### src/erasr_pkg.sv
package erasr_pkg;

  // Record population of the bank and its optional features
  localparam logic [15:0] NUM_RECORDS = 16'h0004;
  localparam logic HAS_SYNC_SOURCE = 1'h1;

  // System register keys: {op0, op1, CRn, CRm, op2}
  localparam logic [15:0] KEY_RECORD_COUNT = {2'h3, 3'h0, 4'h5, 4'h3, 3'h0};
  localparam logic [15:0] KEY_RECORD_SELECTOR =
    {2'h3, 3'h0, 4'h5, 4'h3, 3'h1};
  localparam logic [15:0] KEY_WINDOW_A = {2'h3, 3'h0, 4'h5, 4'h4, 3'h0};
  localparam logic [15:0] KEY_WINDOW_B = {2'h3, 3'h0, 4'h5, 4'h5, 3'h0};
  localparam logic [15:0] KEY_DEFERRED_STATUS =
    {2'h3, 3'h0, 4'hC, 4'h1, 3'h1};

  // Window register identifiers presented on the record port
  localparam logic [2:0] WIN_FEATURE = 3'h0;
  localparam logic [2:0] WIN_CONTROL = 3'h1;
  localparam logic [2:0] WIN_STATUS = 3'h2;
  localparam logic [2:0] WIN_ADDRESS = 3'h3;
  localparam logic [2:0] WIN_MISC_0 = 3'h4;
  localparam logic [2:0] WIN_MISC_1 = 3'h5;

  // Privilege levels
  localparam logic [1:0] LVL_USER = 2'h0;
  localparam logic [1:0] LVL_KERNEL = 2'h1;
  localparam logic [1:0] LVL_HYP = 2'h2;
  localparam logic [1:0] LVL_MON = 2'h3;

  // Deferred status field positions
  localparam int DS_PEND_BIT = 31;
  localparam int DS_FMT_BIT = 24;
  localparam int DS_IMPL_MSB = 23;
  localparam int DS_ERR_TYPE_MSB = 12;
  localparam int DS_ERR_TYPE_LSB = 10;
  localparam int DS_ABORT_TYPE_BIT = 9;
  localparam int DS_FSC_MSB = 5;

  // Reset values
  localparam logic [15:0] SEL_RESET = 16'h0000;
  localparam logic [63:0] DSTAT_RESET = 64'h0000_0000_0000_0000;

  // Outcome of an access, one-hot
  typedef enum logic [3:0] {
    EXC_NONE = 4'h1,
    EXC_UNDEF = 4'h2,
    EXC_TRAP_HYP = 4'h4,
    EXC_TRAP_MON = 4'h8
  } erasr_exc_t;

  typedef struct packed {
    logic valid;
    logic write;
    logic [15:0] key;
    logic [63:0] wdata;
  } erasr_req_t;

  typedef struct packed {
    logic [1:0] level;
    logic nonsecure;
    logic debug_state;
    logic hyp_present;
    logic mon_present;
    logic hyp_err_trap;
    logic mon_err_trap;
    logic hyp_abort_route;
    logic mon_ext_abort_route;
  } erasr_ctx_t;

  typedef struct packed {
    logic defer;
    logic fmt;
    logic [23:0] impl;
    logic [2:0] async_error_type;
    logic external_abort_type;
    logic [5:0] fsc;
  } erasr_barrier_t;

  typedef struct packed {
    logic valid;
    logic write;
    logic [15:0] index;
    logic [2:0] win;
    logic [63:0] wdata;
  } erasr_rec_t;

  typedef struct packed {
    logic valid;
    logic claimed;
    erasr_exc_t exc;
    logic redirect;
    logic [63:0] rdata;
  } erasr_rsp_t;

endpackage

### src/erasr_bank.sv
`timescale 1ns/100ps
module erasr_bank (
  // Clock, reset and enable
  input wire logic clock,
  input wire logic sys_rst,
  input wire logic ce,
  // Register access from the core
  input wire erasr_pkg::erasr_req_t req,
  input wire erasr_pkg::erasr_ctx_t ctx,
  // Barrier deferral event
  input wire erasr_pkg::erasr_barrier_t error_sync_barrier,
  // Record port
  output erasr_pkg::erasr_rec_t rec,
  input wire logic [63:0] rec_rdata,
  // Answer to the core
  output erasr_pkg::erasr_rsp_t rsp
);

  // Keeps only the defined deferred status fields
  function automatic logic [63:0] ds_clean(input logic [63:0] v);
    logic [63:0] o;
    o = 64'h0000_0000_0000_0000;
    o[erasr_pkg::DS_PEND_BIT] = v[erasr_pkg::DS_PEND_BIT] &
      erasr_pkg::HAS_SYNC_SOURCE;
    o[erasr_pkg::DS_FMT_BIT] = v[erasr_pkg::DS_FMT_BIT];
    if (v[erasr_pkg::DS_FMT_BIT]) begin
      o[erasr_pkg::DS_IMPL_MSB:0] = v[erasr_pkg::DS_IMPL_MSB:0];
    end else begin
      o[erasr_pkg::DS_ERR_TYPE_MSB:erasr_pkg::DS_ERR_TYPE_LSB] =
        v[erasr_pkg::DS_ERR_TYPE_MSB:erasr_pkg::DS_ERR_TYPE_LSB];
      o[erasr_pkg::DS_ABORT_TYPE_BIT] =
        v[erasr_pkg::DS_ABORT_TYPE_BIT];
      o[erasr_pkg::DS_FSC_MSB:0] = v[erasr_pkg::DS_FSC_MSB:0];
    end
    return o;
  endfunction

  logic [15:0] sel;
  logic [63:0] dstat;
  logic [15:0] next_sel;
  logic [63:0] next_dstat;
  logic is_count, is_sel, is_win, is_dstat, hit, in_range, go;
  logic redirect, ds_raz, ro_write;
  logic [2:0] win;
  logic [63:0] barrier_word, dstat_seen;
  logic barrier_event;
  erasr_pkg::erasr_exc_t exc;

  // Stage one holds the decoded access while the record port answers
  logic s1_valid, s1_claimed, s1_redirect, s1_use_rec;
  erasr_pkg::erasr_exc_t s1_exc;
  logic [63:0] s1_rdata;
  logic next_s1_valid, next_s1_claimed, next_s1_redirect, next_s1_use_rec;
  erasr_pkg::erasr_exc_t next_s1_exc;
  logic [63:0] next_s1_rdata;
  erasr_pkg::erasr_rec_t next_rec;
  erasr_pkg::erasr_rsp_t next_rsp;

  // Decode, privilege checks and architectural next values
  always_comb begin
    is_count = req.key == erasr_pkg::KEY_RECORD_COUNT;
    is_sel = req.key == erasr_pkg::KEY_RECORD_SELECTOR;
    is_win = (req.key[15:3] == erasr_pkg::KEY_WINDOW_A[15:3] &&
              req.key[2:0] <= 3'h3) ||
             (req.key[15:3] == erasr_pkg::KEY_WINDOW_B[15:3] &&
              req.key[2:0] <= 3'h1);
    win = (req.key[15:3] == erasr_pkg::KEY_WINDOW_A[15:3]) ?
      req.key[2:0] : erasr_pkg::WIN_MISC_0 + req.key[2:0];
    is_dstat = req.key == erasr_pkg::KEY_DEFERRED_STATUS;
    hit = is_count || is_sel || is_win || is_dstat;
    in_range = sel < erasr_pkg::NUM_RECORDS;
    ro_write = req.write &&
      (is_count || (is_win && win == erasr_pkg::WIN_FEATURE));
    redirect = is_dstat && ctx.hyp_present && ctx.hyp_abort_route &&
      ctx.level == erasr_pkg::LVL_KERNEL && ctx.nonsecure;
    ds_raz = is_dstat && !redirect && ctx.mon_present &&
      !ctx.debug_state && ctx.mon_ext_abort_route &&
      (ctx.level == erasr_pkg::LVL_KERNEL ||
       ctx.level == erasr_pkg::LVL_HYP);
    // Undefined outranks both traps; hypervisor trap outranks monitor trap
    if (ctx.level == erasr_pkg::LVL_USER || ro_write) begin
      exc = erasr_pkg::EXC_UNDEF;
    end else if (!is_dstat && ctx.hyp_present && ctx.hyp_err_trap &&
                 ctx.level == erasr_pkg::LVL_KERNEL && ctx.nonsecure) begin
      exc = erasr_pkg::EXC_TRAP_HYP;
    end else if (!is_dstat && ctx.mon_present && ctx.mon_err_trap &&
                 ctx.level != erasr_pkg::LVL_MON) begin
      exc = erasr_pkg::EXC_TRAP_MON;
    end else begin
      exc = erasr_pkg::EXC_NONE;
    end
    go = ce && req.valid && hit && exc == erasr_pkg::EXC_NONE;
    barrier_event = ce && error_sync_barrier.defer;
    barrier_word = ds_clean({32'h0000_0000, 1'h1, 6'h00,
      error_sync_barrier.fmt,
      error_sync_barrier.fmt ? error_sync_barrier.impl :
      {11'h000, error_sync_barrier.async_error_type,
       error_sync_barrier.external_abort_type, 3'h0,
       error_sync_barrier.fsc}});
    // A barrier in the same cycle is seen by a read and wins over a write
    dstat_seen = barrier_event ? barrier_word : dstat;
    next_sel = sel;
    if (go && is_sel && req.write &&
        erasr_pkg::NUM_RECORDS != 16'h0000) begin
      next_sel = req.wdata[15:0];
    end
    next_dstat = dstat;
    if (go && is_dstat && req.write && !redirect && !ds_raz) begin
      next_dstat = ds_clean(req.wdata);
    end
    if (barrier_event) begin
      next_dstat = barrier_word;
    end
  end

  // Architectural registers
  always_ff @(posedge clock) begin
    if (sys_rst) begin
      sel <= erasr_pkg::SEL_RESET;
      dstat <= erasr_pkg::DSTAT_RESET;
    end else if (ce) begin
      sel <= next_sel;
      dstat <= next_dstat;
    end
  end

  // Stage one values and record port request
  always_comb begin
    next_s1_valid = req.valid;
    next_s1_claimed = hit;
    next_s1_exc = hit ? exc : erasr_pkg::EXC_NONE;
    next_s1_redirect = go && redirect;
    next_s1_use_rec = go && is_win && in_range && !req.write;
    next_s1_rdata = 64'h0000_0000_0000_0000;
    if (go && !req.write) begin
      if (is_count) begin
        next_s1_rdata = {48'h0000_0000_0000, erasr_pkg::NUM_RECORDS};
      end else if (is_sel) begin
        next_s1_rdata = {48'h0000_0000_0000, sel};
      end else if (is_dstat && !redirect && !ds_raz) begin
        next_s1_rdata = dstat_seen;
      end
    end
    next_rec.valid = go && is_win && in_range;
    next_rec.write = req.write;
    next_rec.index = sel;
    next_rec.win = win;
    next_rec.wdata = req.wdata;
  end

  // Stage one registers
  always_ff @(posedge clock) begin
    if (sys_rst) begin
      s1_valid <= 1'h0;
      s1_claimed <= 1'h0;
      s1_exc <= erasr_pkg::EXC_NONE;
      s1_redirect <= 1'h0;
      s1_use_rec <= 1'h0;
      s1_rdata <= 64'h0000_0000_0000_0000;
      rec <= '0;
    end else if (ce) begin
      s1_valid <= next_s1_valid;
      s1_claimed <= next_s1_claimed;
      s1_exc <= next_s1_exc;
      s1_redirect <= next_s1_redirect;
      s1_use_rec <= next_s1_use_rec;
      s1_rdata <= next_s1_rdata;
      rec <= next_rec;
    end
  end

  // Answer: record data is merged in the cycle it returns
  always_comb begin
    next_rsp.valid = s1_valid;
    next_rsp.claimed = s1_claimed;
    next_rsp.exc = s1_exc;
    next_rsp.redirect = s1_redirect;
    next_rsp.rdata = s1_use_rec ? rec_rdata : s1_rdata;
  end

  // Answer register
  always_ff @(posedge clock) begin
    if (sys_rst) begin
      rsp <= '{valid: 1'h0, claimed: 1'h0, exc: erasr_pkg::EXC_NONE,
               redirect: 1'h0, rdata: 64'h0000_0000_0000_0000};
    end else if (ce) begin
      rsp <= next_rsp;
    end
  end
endmodule

### config.mk
export PLATFORM = sky130hd
export DESIGN_NAME = erasr_bank
export DESIGN_NICKNAME = d
export VERILOG_FILES = /design/src/erasr_pkg.sv /design/src/erasr_bank.sv
export SDC_FILE = /design/constraint.sdc
export NUM_CORES = 1
export LEC_CHECK = 0
export BUFFER_PORTS_ARGS = -buffer_cell sky130_fd_sc_hd__buf_4
export CAP_MARGIN = 10
export CORE_ASPECT_RATIO = 0.7
export CORE_MARGIN = 2
export CORE_UTILIZATION = 51
export CTS_BUF_LIST = sky130_fd_sc_hd__clkbuf_8
export DETAILED_ROUTE_END_ITERATION = 16
export HOLD_SLACK_MARGIN = 0.15
export PLACE_DENSITY = 0.8
export SYNTH_ARGS = -nofsm -noshare
export SYNTH_HDL_FRONTEND = slang
export SYNTH_SLANG_ARGS = --single-unit
### constraint.sdc
create_clock -name clock -period 2.4 [get_ports clock]
set_input_delay 0.48 -clock clock [delete_from_list [all_inputs] [get_ports clock]]
set_output_delay 0.48 -clock clock [all_outputs]
set_load 0.01 [all_outputs]
==> impl_metrics.ini, run 1 <==
[run_status]
outcome = finished clean

[sta]
clock_skew_ns = 0.02189
rsz0062_at_grt = no
holdWs_ns = 0.1683
setup_viol = 0
worst_pin_slew_ns = 1.036
fmax_mhz = 546.3
finalCritPeriodShare = 0.7627
slew_violations = 0
slew_headroom = 0.3089
finalCriticalPeriod_ns = 1.830
hold_violations = 0
final.setup.tns_ns = 0

[critical_path]
startpoint_type = input port
arrival_ns = 2.23
critPathKind = in -> reg
r2r_setup_slack_ns = 0.88
cp_max_fo = 16
cp_common_cell = inv_1
slowest_stage = or3_1
crit_chain = buf_4, inv_1, ha_1, inv_1, nand4_1, or3_1, o21ai_0, a21oi_1
crit_buf_inv = 3
cpLargestDelayFamily = simple AND/OR/NAND/NOR gates
cpPeakStageDelay_ns = 0.65
end_kind = register
crit_required_ns = 2.80

[synth]
synth_top_family_by_area = simple AND/OR/NAND/NOR gates
synth-xor-area-share = 0
synth.mux.area_fraction = 0.1403
synth-compound-area-share = 0.1407
synth_cell_type_count = 54
synth-edff-count = 0
seq_area_frac_synth = 0.4859
synth-seq-cells = 232
synth-main-ff-cell = dfxtp_1
synth.avg_cell_area_sq_um = 9.174
netlist_instances = 1042
synth_area_leader_cell = dfxtp_1
netlist_area_sq_um = 9559
ys_warn_count = 0
async_flop_share = 0
synth-adder-area-share = 0.003927
synth_top_area_frac = 0.4859
yosys.area_share.simple = 0.1925
syn-num-nets = 1240
synthTopCellsByArea = dfxtp_1, mux2i_1, nor2_1

[drt]
wl_per_cell_um = 18.45
wl_met1_um = 13030
top_layer_used = met4
wl_met3_um = 2700
ant_nets = 0
routed_wl_um = 30190
wl_met2_um = 13710
via_per_inst = 5.518
num_vias = 9028
drc = 0
first_iter_violations = 797
drt-pass1-iter-count = 5

[run]
maxCapViolCount = 0

[floorplan]
dieArea_sq_um = 19870
ios = 351
chipHeight_um = 118.5
core_sq_um = 18210
start_util = 0.5249
dieWidth_um = 167.6
fp-row-count = 41

[power_and_ir_drop]
pwr_density_cell_nw_per_um2 = 620.2
p_leak_nw = 5.729
peakVddDrop_uv = 365.5

[final_layout]
final_cell_mix = buf_4, dfxtp_1, nor2_1
num-fill-cells = 1431
fin_nets = 1576
layout-drive-gt1-share = 0.3150
syn_to_final_growth_pct = 37.09
n_antenna_cell = 0
final_common_cell = buf_4

[grt]
antenna_found_initial = 0
overflow = 0
grt_first_pass_wirelength_um = 46920
grt_pass1_vias = 8758
grt_max_degree = 76
grt_use_total = 0.2942

[clock_network]
cts_setup_buffers = 0
htreeDepth = 2
cts_buffers = 36
ctsLongestPathBuffers = 3
hold_buffers = 0
clock_sinks = 232
cts_tree = yes
cts_resized = 0
path_clk_slew_ns = 0.07
clk_latency_ns = 0.52
cts-root-buf = clkbuf_8

[min_path]
hold_class = in -> reg

[placed_design]
hpwl_um = 21950
gp_congestion = 0.9279
placement.io_buffers = 350
==> per-stage QoR <==
stage	cell area [sq um]	total power (W)	setup slack, ns	utilization	std cells
global placement	12430	0.005055	0.1797	0.6827	1576
global route	13110	0.008451	0.4531	0.7196	1636
detailed placement	12430	0.005074	0.1126	0.6827	1576
CTS	13110	0.008182	0.6449	0.7196	1636
floorplan	9559	0.004527	0.4084	-	1042
finish	13110	0.008128	0.5696	0.7196	1636
==> final cells by class <==
class / instances / area [sq um] / area share
multi-input combinational: 728 / 4567 / 0.3485
sequential: 232 / 4644 / 0.3544
inverter: 3 / 11.26 / 0.0008593
timing repair buffer: 377 / 2915 / 0.2225
clock inverter: 17 / 80.08 / 0.006110
tap: 236 / 295.3 / 0.02253
clock buffer: 43 / 591.8 / 0.04516
==> routing by layer <==
layer / up-vias / GRT usage
met3: 61 / 0.07971
met2: 403 / 0.4619
met1: 4230 / 0.3929
met5: - / 0
met4: 0 / 0.09946
li1: 4334 / -
==> registers in the layout, indices dropped and copies added (netlist names) <==
name and cells:
s1_valid 1, dstat 26, rsp 71, s1_use_rec 1
rec 85, s1_exc 4, s1_claimed 1, s1_rdata 26
s1_redirect 1, sel 16
==> report_power, final <==
| group | total (W) | switching [W] | internal, W |
|---|---|---|---|
| Clock | 0.00313 | 0.00151 | 0.00162 |
| Sequential | 0.00403 | 0.0000616 | 0.00397 |
| Combinational | 0.000969 | 0.000475 | 0.000494 |
==> cells by family after synthesis <==
kind of cell    count (synthesis)
mux                           134
simple gates                  372
flops                         232
compound gates                219
fa+ha+maj                       3
buf+inv                        82
==> Yosys cell counts, types with 2 or more instances <==
master,number
or3_1,3
nor2_1,179
o31ai_1,2
o21ai_0,36
nand3_1,21
nor4_1,11
nand2_1,42
and2_1,8
dfxtp_1,232
and3_1,7
and4b_1,2
ha_1,3
nand4_1,7
a31o_2,2
a21oi_1,78
nand4b_1,3
mux2i_1,134
and4_1,2
buf_2,12
a21o_1,2
and4bb_2,2
a211oi_1,55
nand2b_1,8
nor2b_1,54
buf_1,6
inv_1,3
a22o_1,8
o21ai_1,14
nor3_1,10
clkbuf_1,58
a22oi_1,14
o211ai_1,2
==> path summary, 6_finish.rpt <==
| path | startpoint | to | depth (start not counted) |
|---|---|---|---|
| min | error_sync_barrier[28] | dstat[18] | 3 |
| max reg2reg | sel[6] | s1_use_rec | 5 |
| max | ctx[8] | sel[3] | 8 |
| min reg2reg | s1_rdata[10] | s1_rdata[10] | 2 |
==> worst reg2reg max path: cells and delay by family, from the launching register on <==
family	cells	cell delay [ns]
AND/OR/NAND/NOR	4	0.94
flip-flops	1	0.38
AO/OA/AOI/OAI	1	0.15
Power figures use the tool's default switching activity.
==> run 2: changes to the inputs <==
--- a/config.mk
+++ b/config.mk
@@ -9,11 +9,11 @@
 export CAP_MARGIN = 10
 export CORE_ASPECT_RATIO = 0.7
 export CORE_MARGIN = 2
-export CORE_UTILIZATION = 51
+export CORE_UTILIZATION = 46
 export CTS_BUF_LIST = sky130_fd_sc_hd__clkbuf_8
 export DETAILED_ROUTE_END_ITERATION = 16
 export HOLD_SLACK_MARGIN = 0.15
-export PLACE_DENSITY = 0.8
+export PLACE_DENSITY = 0.76
 export SYNTH_ARGS = -nofsm -noshare
 export SYNTH_HDL_FRONTEND = slang
 export SYNTH_SLANG_ARGS = --single-unit
==> constraint.sdc (replaced) <==
create_clock -name clock -period 1.5 [get_ports clock]
set_input_delay 0.3 -clock clock [delete_from_list [all_inputs] [get_ports clock]]
set_output_delay 0.3 -clock clock [all_outputs]
set_load 0.01 [all_outputs]
==> run 2 against run 1 <==
  * The run now ends with setup timing left
  * Clock power rose by 62%
  * Sequential power rose by 60%
  * Register-to-register slack got worse by 0.86 ns
  * Non-clock buffer count rose by 212
  * Largest cell class is now buffers
==> impl_metrics.ini, run 2 (synthesized netlist as in run 1, its figures left out) <==
[drt]
wl_met2_um = 15810
wl_met1_um = 14500
drc = 0
drt-pass1-iter-count = 5
ant_nets = 0
routed_wl_um = 34280
top_layer_used = met4
via_per_inst = 5.332
first_iter_violations = 594
num_vias = 10072
wl_met3_um = 2883
wl_per_cell_um = 18.15

[grt]
grt_max_degree = 93
antenna_found_initial = 0
grt_first_pass_wirelength_um = 52880
grt_pass1_vias = 9943
grt_use_total = 0.3012
overflow = 0

[floorplan]
chipHeight_um = 124.6
ios = 351
core_sq_um = 20530
dieArea_sq_um = 21970
dieWidth_um = 176.3
start_util = 0.4655
fp-row-count = 44

[sta]
slew_violations = 0
worst_pin_slew_ns = 0.5474
hold_violations = 0
holdWs_ns = 0.1675
rsz0062_at_grt = yes
clock_skew_ns = 0.01451
finalCritPeriodShare = 1.023
setup_viol = 7
fmax_mhz = 651.9
slew_headroom = 0.6350
finalCriticalPeriod_ns = 1.534
setup_ws_ns = -0.03389

[min_path]
hold_class = in -> reg
worstHoldPathCells = 3
holdCritStartpoint = rec_rdata[24]
worstHoldEndpoint = rsp[24]

[final_layout]
reg.largest.list = rec: 85 flops, rsp: 71 flops
num-fill-cells = 1399
top_register = rec
seq_area_sq_um = 4646
final_util = 0.7446
final_cell_mix = buf_4, dfxtp_1, nor2_1
layout-drive-gt1-share = 0.3304
final_common_cell = buf_4
fin_nets = 1788
largest_register_ffs = 85
n_antenna_cell = 0
stdcell_count = 1889
finalInstanceArea_sq_um = 15290
multi_input_area_sq_um = 4642
syn_to_final_growth_pct = 59.96

[clock_network]
htreeDepth = 2
cts_tree = yes
path_clk_slew_ns = 0.06
clock_sinks = 232
clk_latency_ns = 0.52
cts_buffers = 36
cts-root-buf = clkbuf_8
ctsLongestPathBuffers = 3

[placed_design]
hpwl_um = 22800
gp_congestion = 0.8663
placed_cells = 1691
placement.io_buffers = 350
place_area_sq_um = 13170

[critical_path]
end_kind = register
cp_max_fo = 8
startpoint_type = input port
critPathKind = in -> reg
r2r_setup_slack_ns = 0.02
crit_required_ns = 1.89
arrival_ns = 1.92
r2r_cells = 5
reg2reg_to = s1_use_rec
timing.rr.start = sel[15]

[power_and_ir_drop]
p_leak_nw = 6.761
total_power_w = 0.01352
pwr_density_cell_nw_per_um2 = 884.1
peakVddDrop_uv = 667.5

[run_status]
outcome = complete, but fails checks
violations = setup timing

[run]
maxCapViolCount = 0
[run 2: worst max-delay path by stage]
| stage | from | end | slack [ns] | depth (start not counted) |
|---|---|---|---|---|
| floorplan | req[69] | dstat[11] | -0.23 | 7 |
| global placement | req[69] | dstat[16] | -0.47 | 8 |
| detailed placement | req[72] | s1_rdata[18] | -0.53 | 7 |
| CTS | sel[5] | s1_use_rec | 0.002 | 6 |
| global route | req[69] | dstat[12] | -0.12 | 9 |
| finish | req[69] | dstat[12] | -0.03 | 9 |
[run 2: final cells by class]
class | instances | share of cell area
clock buffer | 43 | 0.03870
clock inverter | 18 | 0.005319
inverter | 3 | 0.0009001
multi-input combinational | 728 | 0.3036
sequential | 232 | 0.3038
tap | 276 | 0.02258
timing repair buffer | 589 | 0.3251
[run 2: stage by stage]
step	TNS (ns)	setup WS (ns)
3_5_place_dp	-32.52	-0.5341
2_1_floorplan	-10.08	-0.2320
3_3_place_gp	-29.88	-0.4723
5_1_grt	-2.115	-0.1195
6_report	-0.1254	-0.03389
4_1_cts	0	0.002035
[run 2: layer usage]
layer,global-route usage,up-vias
li1,-,4777
met2,0.4770,480
met4,0.1157,0
met5,0,-
met1,0.3931,4730
met3,0.07937,85
[run 2: worst max-delay path: stages]
cell      delay, ns
buf_6          0.10
nor4b_4        0.31
buf_4          0.17
nand4b_4       0.11
nor4_4         0.25
buf_4          0.21
buf_12         0.15
mux2i_2        0.23
a211oi_2       0.09
[run 2: where the power goes]
part	switching (W)	internal [W]	total, W
Combinational	0.000881	0.00112	0.00200
Sequential	0.000102	0.00635	0.00645
Clock	0.00247	0.00260	0.00507
Total	0.00345	0.0101	0.0135
[run 2: what timing repair did]
action	CTS	global route
hold buffers	132	0
endpoints found under the hold margin	154	0
endpoints found under the setup margin	2	57
pin swaps	2	7
resized for setup	2	13
setup buffers	0	3
gates cloned	0	3
